File: src/design/phy_pins_pkg.sv
// constants for the status, strap and led pin logic of the transceiver
// assumes a 125 mhz system clock and a management host on mdc/mdio

package phy_pins_pkg;

  // ----------------------------------------------------------------
  // widths and frame layout of the management serial port
  // ----------------------------------------------------------------
  localparam int ADDR_W    = 5;
  localparam int REG_W     = 16;
  localparam int HDR_BITS  = 12;
  localparam int TA_BITS   = 2;
  localparam int DATA_BITS = 16;
  localparam int HDR_OP_HI = 11;
  localparam int HDR_OP_LO = 10;
  localparam int HDR_PA_HI = 9;
  localparam int HDR_PA_LO = 5;
  localparam int HDR_RA_HI = 4;
  localparam logic [1:0] START_CODE = 2'h1;
  localparam logic [1:0] OP_READ    = 2'h2;
  localparam logic [1:0] OP_WRITE   = 2'h1;

  // ----------------------------------------------------------------
  // register map and reset values
  // ----------------------------------------------------------------
  localparam logic [4:0]  REG_INT_STAT  = 5'h12;
  localparam logic [4:0]  REG_LED_CFG   = 5'h13;
  localparam logic [4:0]  REG_ADDR_STAT = 5'h14;
  localparam logic [15:0] LED_CFG_RST   = 16'h0000;
  localparam int LED_ONE_POS   = 0;
  localparam int LED_TWO_POS   = 2;
  localparam int LED_THREE_POS = 4;
  localparam int WATCH_W_DFLT  = 4;

  // ----------------------------------------------------------------
  // timing
  // ----------------------------------------------------------------
  localparam int SYS_CLK_MHZ   = 125;
  localparam int LED_HOLD_MS   = 100;
  localparam int LED_HOLD_CYC  = LED_HOLD_MS * 1000 * SYS_CLK_MHZ;

  typedef enum logic [1:0] {
    LED_DEFAULT   = 2'h0,
    LED_EVENT     = 2'h1,
    LED_FORCE_OFF = 2'h2,
    LED_FORCE_ON  = 2'h3
  } led_mode_e;

  typedef enum logic [3:0] {
    ST_IDLE = 4'h1,
    ST_HEAD = 4'h2,
    ST_TURN = 4'h4,
    ST_DATA = 4'h8
  } mgmt_state_e;

endpackage

File: src/design/phy_status_pins.sv
// receive error, collision, management interrupt, led and address strap pins
// assumes pin inputs are asynchronous to sys_clk; status inputs are on sys_clk

`timescale 1ns/1ns

// Function
// (RULE1) receive error goes high on a coding error and updates at receive clock falls.
// (RULE2) with the decoder bypassed the receive error pin carries the fifth symbol bit.
// (RULE3) collision goes high while transmit and receive activity overlap.
// (RULE4) management data is shifted in and out on rising edges of the host's mdc.
// (RULE5) the interrupt pin is pulled low when any watched status bit changes.
// (RULE6) the interrupt is released only after every changed bit has been read.
// (RULE7) the interrupt pin floats in reset and its level becomes address bit 4.
// (RULE8) led three by default is low while a 100 mbps link is up, else high.
// (RULE9) each led can be reassigned to another event or forced by the user; here only leds one to three take a mode, led zero is never driven.
// (RULE10) led three floats in reset and its level becomes address bit 3.
// (RULE11) led two by default goes low on a packet and holds low for 100 ms.
// (RULE12) led two floats in reset and its level becomes address bit 2.
// (RULE13) led one by default is low in full duplex and high in half duplex.
// (RULE14) led one floats in reset and its level becomes address bit 1.
// (RULE15) led zero floats in reset and its level becomes address bit 0.
// (RULE16) the latched address holds until reset and is matched against each frame.
module phy_status_pins
  import phy_pins_pkg::*;
#(
  parameter int WATCH_W     = WATCH_W_DFLT,
  parameter int HOLD_CYCLES = LED_HOLD_CYC
) (
  input  wire logic               sys_clk,
  input  wire logic               resetn,
  input  wire logic               rx_clk_pin,
  input  wire logic               rx_coding_err,
  input  wire logic               rx_sym_bit4,
  input  wire logic               decoder_bypass,
  input  wire logic               tx_active,
  input  wire logic               rx_active,
  input  wire logic               link_100,
  input  wire logic               full_duplex,
  input  wire logic               tx_packet,
  input  wire logic               rx_packet,
  input  wire logic [WATCH_W-1:0] watch_bits,
  input  wire logic               mdc,
  input  wire logic               mdio_i,
  output logic                    mdio_o,
  output logic                    mdio_oe,
  output logic                    rx_err_out,
  output logic                    col_out,
  input  wire logic               mgmt_interrupt_n_i,
  output logic                    mgmt_interrupt_n_o,
  output logic                    mgmt_interrupt_n_oe,
  input  wire logic               led_out_three_i,
  output logic                    led_out_three_o,
  output logic                    led_out_three_oe,
  input  wire logic               led_out_two_i,
  output logic                    led_out_two_o,
  output logic                    led_out_two_oe,
  input  wire logic               led_out_one_i,
  output logic                    led_out_one_o,
  output logic                    led_out_one_oe,
  input  wire logic               led_out_zero_i,
  output logic [ADDR_W-1:0]       phy_addr,
  output logic                    phy_addr_valid
);

  localparam int HW = $clog2(HOLD_CYCLES + 1);
  localparam logic [HW-1:0] HOLD_LOAD = HW'(HOLD_CYCLES - 1);
  localparam int NPIN = 8;

  // ----------------------------------------------------------------
  // pin synchronisers
  // ----------------------------------------------------------------
  // data flops only: no reset so the strap level seen in reset survives
  logic [NPIN-1:0] pin_raw;
  logic [NPIN-1:0] pin_s1_q;
  logic [NPIN-1:0] pin_s2_q;
  logic [NPIN-1:0] pin_s3_q;

  assign pin_raw = {mgmt_interrupt_n_i, led_out_three_i, led_out_two_i, led_out_one_i,
                    led_out_zero_i, mdio_i, mdc, rx_clk_pin};

  always_ff @(posedge sys_clk) begin
    pin_s1_q <= pin_raw;
    pin_s2_q <= pin_s1_q;
    pin_s3_q <= pin_s2_q;
  end

  logic rxclk_fall;
  logic mdc_rise;
  logic mdio_bit;
  assign rxclk_fall = pin_s3_q[0] & ~pin_s2_q[0];
  assign mdc_rise   = pin_s2_q[1] & ~pin_s3_q[1];
  assign mdio_bit   = pin_s2_q[2];

  // ----------------------------------------------------------------
  // receive error and collision
  // ----------------------------------------------------------------
  logic rx_err_q;
  logic col_q;

  always_ff @(posedge sys_clk) begin
    if (!resetn) begin
      rx_err_q <= 1'b0;
    end else if (rxclk_fall) begin
      rx_err_q <= decoder_bypass ? rx_sym_bit4 : rx_coding_err; // (RULE1) (RULE2)
    end
  end

  always_ff @(posedge sys_clk) begin
    if (!resetn) begin
      col_q <= 1'b0;
    end else begin
      col_q <= tx_active & rx_active; // (RULE3)
    end
  end

  assign rx_err_out = rx_err_q;
  assign col_out    = col_q;

  // ----------------------------------------------------------------
  // address strap
  // ----------------------------------------------------------------
  // pins stay released until the level is caught one edge after release
  logic              strap_done_q;
  logic [ADDR_W-1:0] phy_addr_q;

  always_ff @(posedge sys_clk) begin
    if (!resetn) begin
      strap_done_q <= 1'b0;
      phy_addr_q   <= '0;
    end else if (!strap_done_q) begin
      strap_done_q <= 1'b1;
      phy_addr_q   <= pin_s2_q[7:3]; // (RULE7) (RULE10) (RULE12) (RULE14) (RULE15) (RULE16)
    end
  end

  assign phy_addr       = phy_addr_q;
  assign phy_addr_valid = strap_done_q;

  // ----------------------------------------------------------------
  // management frame engine
  // ----------------------------------------------------------------
  mgmt_state_e          state_q;
  logic [4:0]           cnt_q;
  logic                 prev_bit_q;
  logic [HDR_BITS-1:0]  hdr_q;
  logic [REG_W-1:0]     data_q;
  logic                 rd_q;
  logic                 hit_q;
  logic                 int_clr_q;
  logic [WATCH_W-1:0]   int_stat_q;
  logic [WATCH_W-1:0]   int_snap_q;
  logic [REG_W-1:0]     led_cfg_q;
  logic                 mdio_o_q;
  logic                 mdio_oe_q;
  logic [HDR_BITS-1:0]  hdr_n;

  assign hdr_n = {hdr_q[HDR_BITS-2:0], mdio_bit};

  function automatic logic [REG_W-1:0] reg_read(input logic [4:0] ra);
    case (ra)
      REG_INT_STAT:  reg_read = REG_W'(int_stat_q);
      REG_LED_CFG:   reg_read = led_cfg_q;
      REG_ADDR_STAT: reg_read = REG_W'(phy_addr_q);
      default:       reg_read = '0;
    endcase
  endfunction

  always_ff @(posedge sys_clk) begin
    if (!resetn) begin
      state_q    <= ST_IDLE;
      cnt_q      <= '0;
      prev_bit_q <= 1'b1;
      hdr_q      <= '0;
      data_q     <= '0;
      rd_q       <= 1'b0;
      hit_q      <= 1'b0;
      int_clr_q  <= 1'b0;
      int_snap_q <= '0;
      led_cfg_q  <= LED_CFG_RST;
      mdio_o_q   <= 1'b0;
      mdio_oe_q  <= 1'b0;
    end else begin
      int_clr_q <= 1'b0;
      if (mdc_rise && strap_done_q) begin // (RULE4)
        case (state_q)
          ST_IDLE: begin
            prev_bit_q <= mdio_bit;
            if ({prev_bit_q, mdio_bit} == START_CODE) begin
              state_q <= ST_HEAD;
              cnt_q   <= '0;
            end
          end
          ST_HEAD: begin
            hdr_q <= hdr_n;
            cnt_q <= cnt_q + 5'h1;
            if (cnt_q == 5'(HDR_BITS - 1)) begin
              state_q <= ST_TURN;
              cnt_q   <= '0;
              hit_q   <= hdr_n[HDR_PA_HI:HDR_PA_LO] == phy_addr_q; // (RULE16)
              rd_q    <= hdr_n[HDR_OP_HI:HDR_OP_LO] == OP_READ;
              data_q  <= reg_read(hdr_n[HDR_RA_HI:0]);
              if (hdr_n[HDR_RA_HI:0] == REG_INT_STAT) begin
                int_snap_q <= int_stat_q; // (RULE6)
              end
            end
          end
          ST_TURN: begin
            cnt_q <= cnt_q + 5'h1;
            if (rd_q && hit_q) begin
              mdio_oe_q <= 1'b1;
              mdio_o_q  <= (cnt_q == 5'(TA_BITS - 1)) ? data_q[REG_W-1] : 1'b0;
              if (cnt_q == 5'(TA_BITS - 1)) begin
                data_q <= {data_q[REG_W-2:0], 1'b0};
              end
            end
            if (cnt_q == 5'(TA_BITS - 1)) begin
              state_q <= ST_DATA;
              cnt_q   <= '0;
            end
          end
          ST_DATA: begin
            cnt_q <= cnt_q + 5'h1;
            if (rd_q) begin
              mdio_o_q <= data_q[REG_W-1];
              data_q   <= {data_q[REG_W-2:0], 1'b0};
            end else begin
              data_q <= {data_q[REG_W-2:0], mdio_bit};
            end
            if (cnt_q == 5'(DATA_BITS - 1)) begin
              state_q    <= ST_IDLE;
              prev_bit_q <= 1'b1;
              mdio_oe_q  <= 1'b0;
              if (hit_q && rd_q && hdr_q[HDR_RA_HI:0] == REG_INT_STAT) begin
                int_clr_q <= 1'b1; // (RULE6)
              end
              if (hit_q && !rd_q && hdr_q[HDR_OP_HI:HDR_OP_LO] == OP_WRITE &&
                  hdr_q[HDR_RA_HI:0] == REG_LED_CFG) begin
                led_cfg_q <= {data_q[REG_W-2:0], mdio_bit}; // (RULE9)
              end
            end
          end
          default: begin
            state_q   <= ST_IDLE;
            mdio_oe_q <= 1'b0;
          end
        endcase
      end
    end
  end

  assign mdio_o  = mdio_o_q;
  assign mdio_oe = mdio_oe_q;

  // ----------------------------------------------------------------
  // interrupt
  // ----------------------------------------------------------------
  logic [WATCH_W-1:0] watch_prev_q;
  logic               int_oe_q;

  always_ff @(posedge sys_clk) begin
    watch_prev_q <= watch_bits;
  end

  // new changes win over the clear of an older snapshot
  always_ff @(posedge sys_clk) begin
    if (!resetn) begin
      int_stat_q <= '0;
    end else if (strap_done_q) begin
      int_stat_q <= (int_stat_q & ~(int_clr_q ? int_snap_q : '0))
                  | (watch_bits ^ watch_prev_q); // (RULE5) (RULE6)
    end
  end

  always_ff @(posedge sys_clk) begin
    if (!resetn) begin
      int_oe_q <= 1'b0; // (RULE7)
    end else begin
      int_oe_q <= strap_done_q & (|int_stat_q); // (RULE5)
    end
  end

  assign mgmt_interrupt_n_o  = 1'b0;
  assign mgmt_interrupt_n_oe = int_oe_q;

  // ----------------------------------------------------------------
  // leds
  // ----------------------------------------------------------------
  // index 0 activity, 1 collision; one counter each, 100 ms hold
  logic [1:0]    evt_trig;
  logic [1:0]    evt_on;
  logic [HW-1:0] hold_q [2];

  assign evt_trig = {col_q, tx_packet | rx_packet};

  genvar g;
  generate
    for (g = 0; g < 2; g++) begin : g_hold
      always_ff @(posedge sys_clk) begin
        if (!resetn) begin
          hold_q[g] <= '0;
        end else if (evt_trig[g]) begin
          hold_q[g] <= HOLD_LOAD; // (RULE11)
        end else if (hold_q[g] != '0) begin
          hold_q[g] <= hold_q[g] - HW'(1);
        end
      end
      assign evt_on[g] = evt_trig[g] | (hold_q[g] != '0);
    end
  endgenerate

  function automatic logic led_lit(input logic [1:0] mode, input logic dflt, input logic evt);
    case (mode)
      LED_DEFAULT:   led_lit = dflt;
      LED_EVENT:     led_lit = evt;
      LED_FORCE_OFF: led_lit = 1'b0;
      default:       led_lit = 1'b1;
    endcase
  endfunction

  // led one pulls both ways; two and three are open drain
  localparam logic [2:0] PUSH_PULL = 3'h1;
  logic [2:0] led_dflt;
  logic [2:0] led_o_q;
  logic [2:0] led_oe_q;
  logic [5:0] led_modes;

  assign led_dflt  = {link_100, evt_on[0], full_duplex}; // (RULE8) (RULE11) (RULE13)
  assign led_modes = {led_cfg_q[LED_THREE_POS+:2], led_cfg_q[LED_TWO_POS+:2],
                      led_cfg_q[LED_ONE_POS+:2]};

  generate
    for (g = 0; g < 3; g++) begin : g_led
      logic lit;
      assign lit = led_lit(led_modes[2*g+:2], led_dflt[g], evt_on[1]); // (RULE9)
      always_ff @(posedge sys_clk) begin
        if (!resetn) begin
          led_o_q[g]  <= 1'b1;
          led_oe_q[g] <= 1'b0; // (RULE10) (RULE12) (RULE14)
        end else begin
          led_o_q[g]  <= ~lit; // (RULE8) (RULE13)
          led_oe_q[g] <= strap_done_q & (PUSH_PULL[g] | lit);
        end
      end
    end
  endgenerate

  assign led_out_one_o    = led_o_q[0];
  assign led_out_one_oe   = led_oe_q[0];
  assign led_out_two_o    = led_o_q[1];
  assign led_out_two_oe   = led_oe_q[1];
  assign led_out_three_o  = led_o_q[2];
  assign led_out_three_oe = led_oe_q[2];

endmodule

File: config.mk
export PLATFORM = sky130hd
export DESIGN_NAME = phy_status_pins
export DESIGN_NICKNAME = d
export VERILOG_FILES = /design/src/design/phy_pins_pkg.sv /design/src/design/phy_status_pins.sv
export SDC_FILE = /design/constraint.sdc
export NUM_CORES = 1
export LEC_CHECK = 0
export ABC_AREA = 1
export BUFFER_PORTS_ARGS = -buffer_cell sky130_fd_sc_hd__buf_2
export CAP_MARGIN = 20
export CORE_UTILIZATION = 55
export CTS_CLUSTER_DIAMETER = 100
export DETAILED_ROUTE_END_ITERATION = 8
export GPL_ROUTABILITY_DRIVEN = 0
export PLACE_DENSITY = 0.76
export SLEW_MARGIN = 40
export SYNTH_ARGS = -nofsm -noshare
export SYNTH_HDL_FRONTEND = slang
export SYNTH_SLANG_ARGS = --single-unit
File: constraint.sdc
create_clock -name sys_clk -period 2.2 [get_ports sys_clk]
set_input_delay 0.22 -clock sys_clk [delete_from_list [all_inputs] [get_ports sys_clk]]
set_output_delay 0.22 -clock sys_clk [all_outputs]
set_load 0.005 [all_outputs]
==> results.yml <==
worst_setup_path:
  endpoint_kind: "register"
  start_kind: "register"
  path_cells: "inv_1 -> ha_1 -> nand2_1 -> nor2_1 -> nand2_1 -> xnor2_1 -> nor2_1 -> nor2_1"
  cp_num_cells: 8
  r2r_setup_slack_ps: 240
  cpMostUsedCell: "nor2_1"
  cp_slowest_stage_delay_ps: 400
  crit_type: "register to register"
  critPathArrivalTime_ps: 2130
  setup.worst_path.start: "hold_q[1][0]"
  crit_path_max_fanout: 5
  regToRegStartpoint: "hold_q[1][0]"
  critPathRequiredTime_ps: 2370
  worst-r2r-cell-count: 8
  slowest_stage: "edfxtp_1"
  endpoint: "hold_q[1][12]"
  path_delay_family: "simple AND/OR/NAND/NOR gates"
  worstPathBufferInverterCount: 1
  r2r-end: "hold_q[1][12]"
timing:
  worst_pin_slew_ps: 508
  rsz0062_at_grt: "false"
  report.final.hold_viol_count: 0
  period_needed_ps: 1960
  fin_ws_ps: 238
  max-slew-margin-rel_pct: 66.1
  finalMaxSlewViolations: 0
  tns_ps: 0
  period_share_pct: 89.2
  worst_clock_skew_ps: 11.2
  holdWs_ps: 15.8
  max_freq_mhz: 510
  setup_viol: 0
power_and_ir_drop:
  power.switching_w: 0.00169
  report.power.total_w: 0.00640
  power_frac_comb_pct: 8.5
  switching_share_pct: 26.3
  seqPwrFrac_pct: 48.5
  p_clk_share_pct: 43.0
  ir_drop_mv: 0.593
  leakage_nw: 3.56
  p_int_w: 0.00471
  power_density_mw_per_mm2: 766
floorplanning:
  ios: 41
  start_util_pct: 57.5
  die-area_sq_mm: 0.0139
  core_sq_mm: 0.0128
  fp.dieW_microns: 118
  num_rows: 41
  die_y_microns: 118
synth:
  yosys_register_bits: 152
  synth_edf_count: 48
  synth_seq_area_share_pct: 47.7
  synth_warnings: 0
  synth_cell_types: 36
  async_reset_ff_share_pct: 0
  synth_area_per_cell_sq_um: 7.60
  synth_cells: 971
  synth_ff_type: "dfxtp_1"
  synth_area_sq_mm: 0.00738
  syn-num-nets: 1001
grt:
  grt_start_max_net_pins: 34
  grt_use_total_pct: 23.0
  antenna_found_initial: 0
  grt_first_pass_wirelength_mm: 25.8
  gr-total-overflow: 0
  grt_pass1_vias: 5765
cts:
  cts_hold_buf: 13
  cts_tree: "done"
  root_buffer: "clkbuf_16"
  ctsResizeCount: 0
  worstSkewPairLatency_ps: 430
  path_clk_slew_ps: 60
  post_cts_buffers: 0
  clock_path_buffers: 2
  numCtsBuffers: 17
  htreeDepth: 4
  cts_sinks: 152
finish:
  final_nets: 1055
  fin_area_sq_mm: 0.00836
  layout-area-overhead-vs-synth_pct: 13.2
  drive_gt1_share_pct: 11.5
  final_common_cell: "nand2_1"
  mostFrequentLayoutCells: "nand2_1 (205), nor2_1 (196), dfxtp_1 (104), inv_1 (85), o21ai_0 (64)"
  antenna_cells: 0
  nFillCells: 1130
place:
  place_ws_ps: 297
  place_area_sq_mm: 0.00766
  dp_hpwl_mm: 10.5
  portBuffers: 39
routing:
  drc_errors: 0
  routed_via_density: 5.14
  drt_wl_total_mm: 15.2
  antenna_left: 0
  dr.pass1.iters: 5
  vias: 6222
  drt_iter0_markers: 463
  drt-wirelength-per-cell_microns: 12.6
run:
  drv_cap: 0
hold_path:
  hold_path.class: "primary input to register"
outcome:
  status: "completed"
## kinds of logic after synthesis
kind of cell | count (synthesis) | share of synthesized area [%]
and+or+nand+nor | 525 | 30.8
xor gates and xnor gates | 28 | 3.32
AOI/OAI and AO/OA | 136 | 9.34
other | 1 | 0.0508
adders and majority gates | 7 | 1.19
buffers and inverters | 122 | 7.60
DFF | 152 | 47.7
## cells in the mapped netlist (2+ instances only)
| library cell | n | area [sq um] |
|---|---|---|
| nand2_1 | 205 | 769 |
| o21ai_0 | 64 | 320 |
| clkbuf_1 | 8 | 30.0 |
| xor2_1 | 14 | 123 |
| inv_2 | 9 | 33.8 |
| buf_4 | 4 | 30.0 |
| nor3_1 | 5 | 25.0 |
| edfxtp_1 | 48 | 1440 |
| nand2_2 | 9 | 56.3 |
| nand3_1 | 59 | 295 |
| xnor2_1 | 14 | 123 |
| nor2_4 | 7 | 78.8 |
| nor4_1 | 2 | 12.5 |
| nor2_2 | 7 | 43.8 |
| buf_6 | 11 | 124 |
| dfxtp_1 | 104 | 2080 |
| buf_2 | 4 | 20.0 |
| ha_1 | 7 | 87.6 |
| nor2_1 | 196 | 736 |
| inv_1 | 85 | 319 |
| nand3_4 | 2 | 35.0 |
| nand4_1 | 26 | 163 |
| a21oi_1 | 56 | 280 |
| o21ai_1 | 13 | 65.1 |
## per-stage QoR
stage / std cells / utilization, %
2_1_floorplan: 971 / -
3_3_place_gp: 1165 / 59.8
3_5_place_dp: 1165 / 59.8
4_1_cts: 1210 / 65.2
5_1_grt: 1210 / 65.2
6_report: 1210 / 65.2
## registers in the layout (all words and copies together) (netlist names), 2 cells and up
signal        cells
hold_q           48
led_cfg_q        16
watch_prev_q      4
hdr_q            12
data_q           16
pin_s1_q          8
int_stat_q        4
pin_s3_q          2
state_q           4
pin_s2_q          8
cnt_q             5
phy_addr          5
int_snap_q        4
## per-layer routing
metal	global-route usage, %	routed length, microns
met4	8.25	238
met2	39.3	7400
met5	0	0
met3	5.67	552
met1	27.9	7010
## worst min-delay path by stage
stage               slack [ps]  depth (start not counted)        endpoint        start
floorplan                  250                          0  phy_addr_valid       resetn
global placement           310                          0     pin_s2_q[3]  pin_s1_q[3]
detailed placement         310                          0     pin_s2_q[3]  pin_s1_q[3]
CTS                          4                          3         col_out    tx_active
global route                20                          3         col_out    tx_active
finish                      20                          3         col_out    tx_active
## final cells by class
class / instances / area, sq um / share of cell area, %
flip-flops and latches: 152 / 3520 / 42.2
clock buffers: 18 / 429 / 5.14
repair buffers: 63 / 408 / 4.88
clock inverters: 14 / 133 / 1.59
inverters: 94 / 353 / 4.22
well taps: 172 / 215 / 2.58
multi-input cells: 697 / 3300 / 39.4
## worst min-delay path, delay by kind of cell
kind	cells	cell delay [ps]
buffers and inverters	1	100
and+or+nand+nor	2	80
## power groups by stage
stage                     Sequential, W  Clock [W]  Combinational [W]
after floorplan                 0.00314          0           0.000389
after global placement          0.00316          0           0.000512
after detailed placement        0.00316          0           0.000519
after CTS                       0.00310    0.00279           0.000542
after global routing            0.00312    0.00291           0.000623
final                           0.00310    0.00275           0.000544
Note: power is estimated with default switching activity, not from simulation.
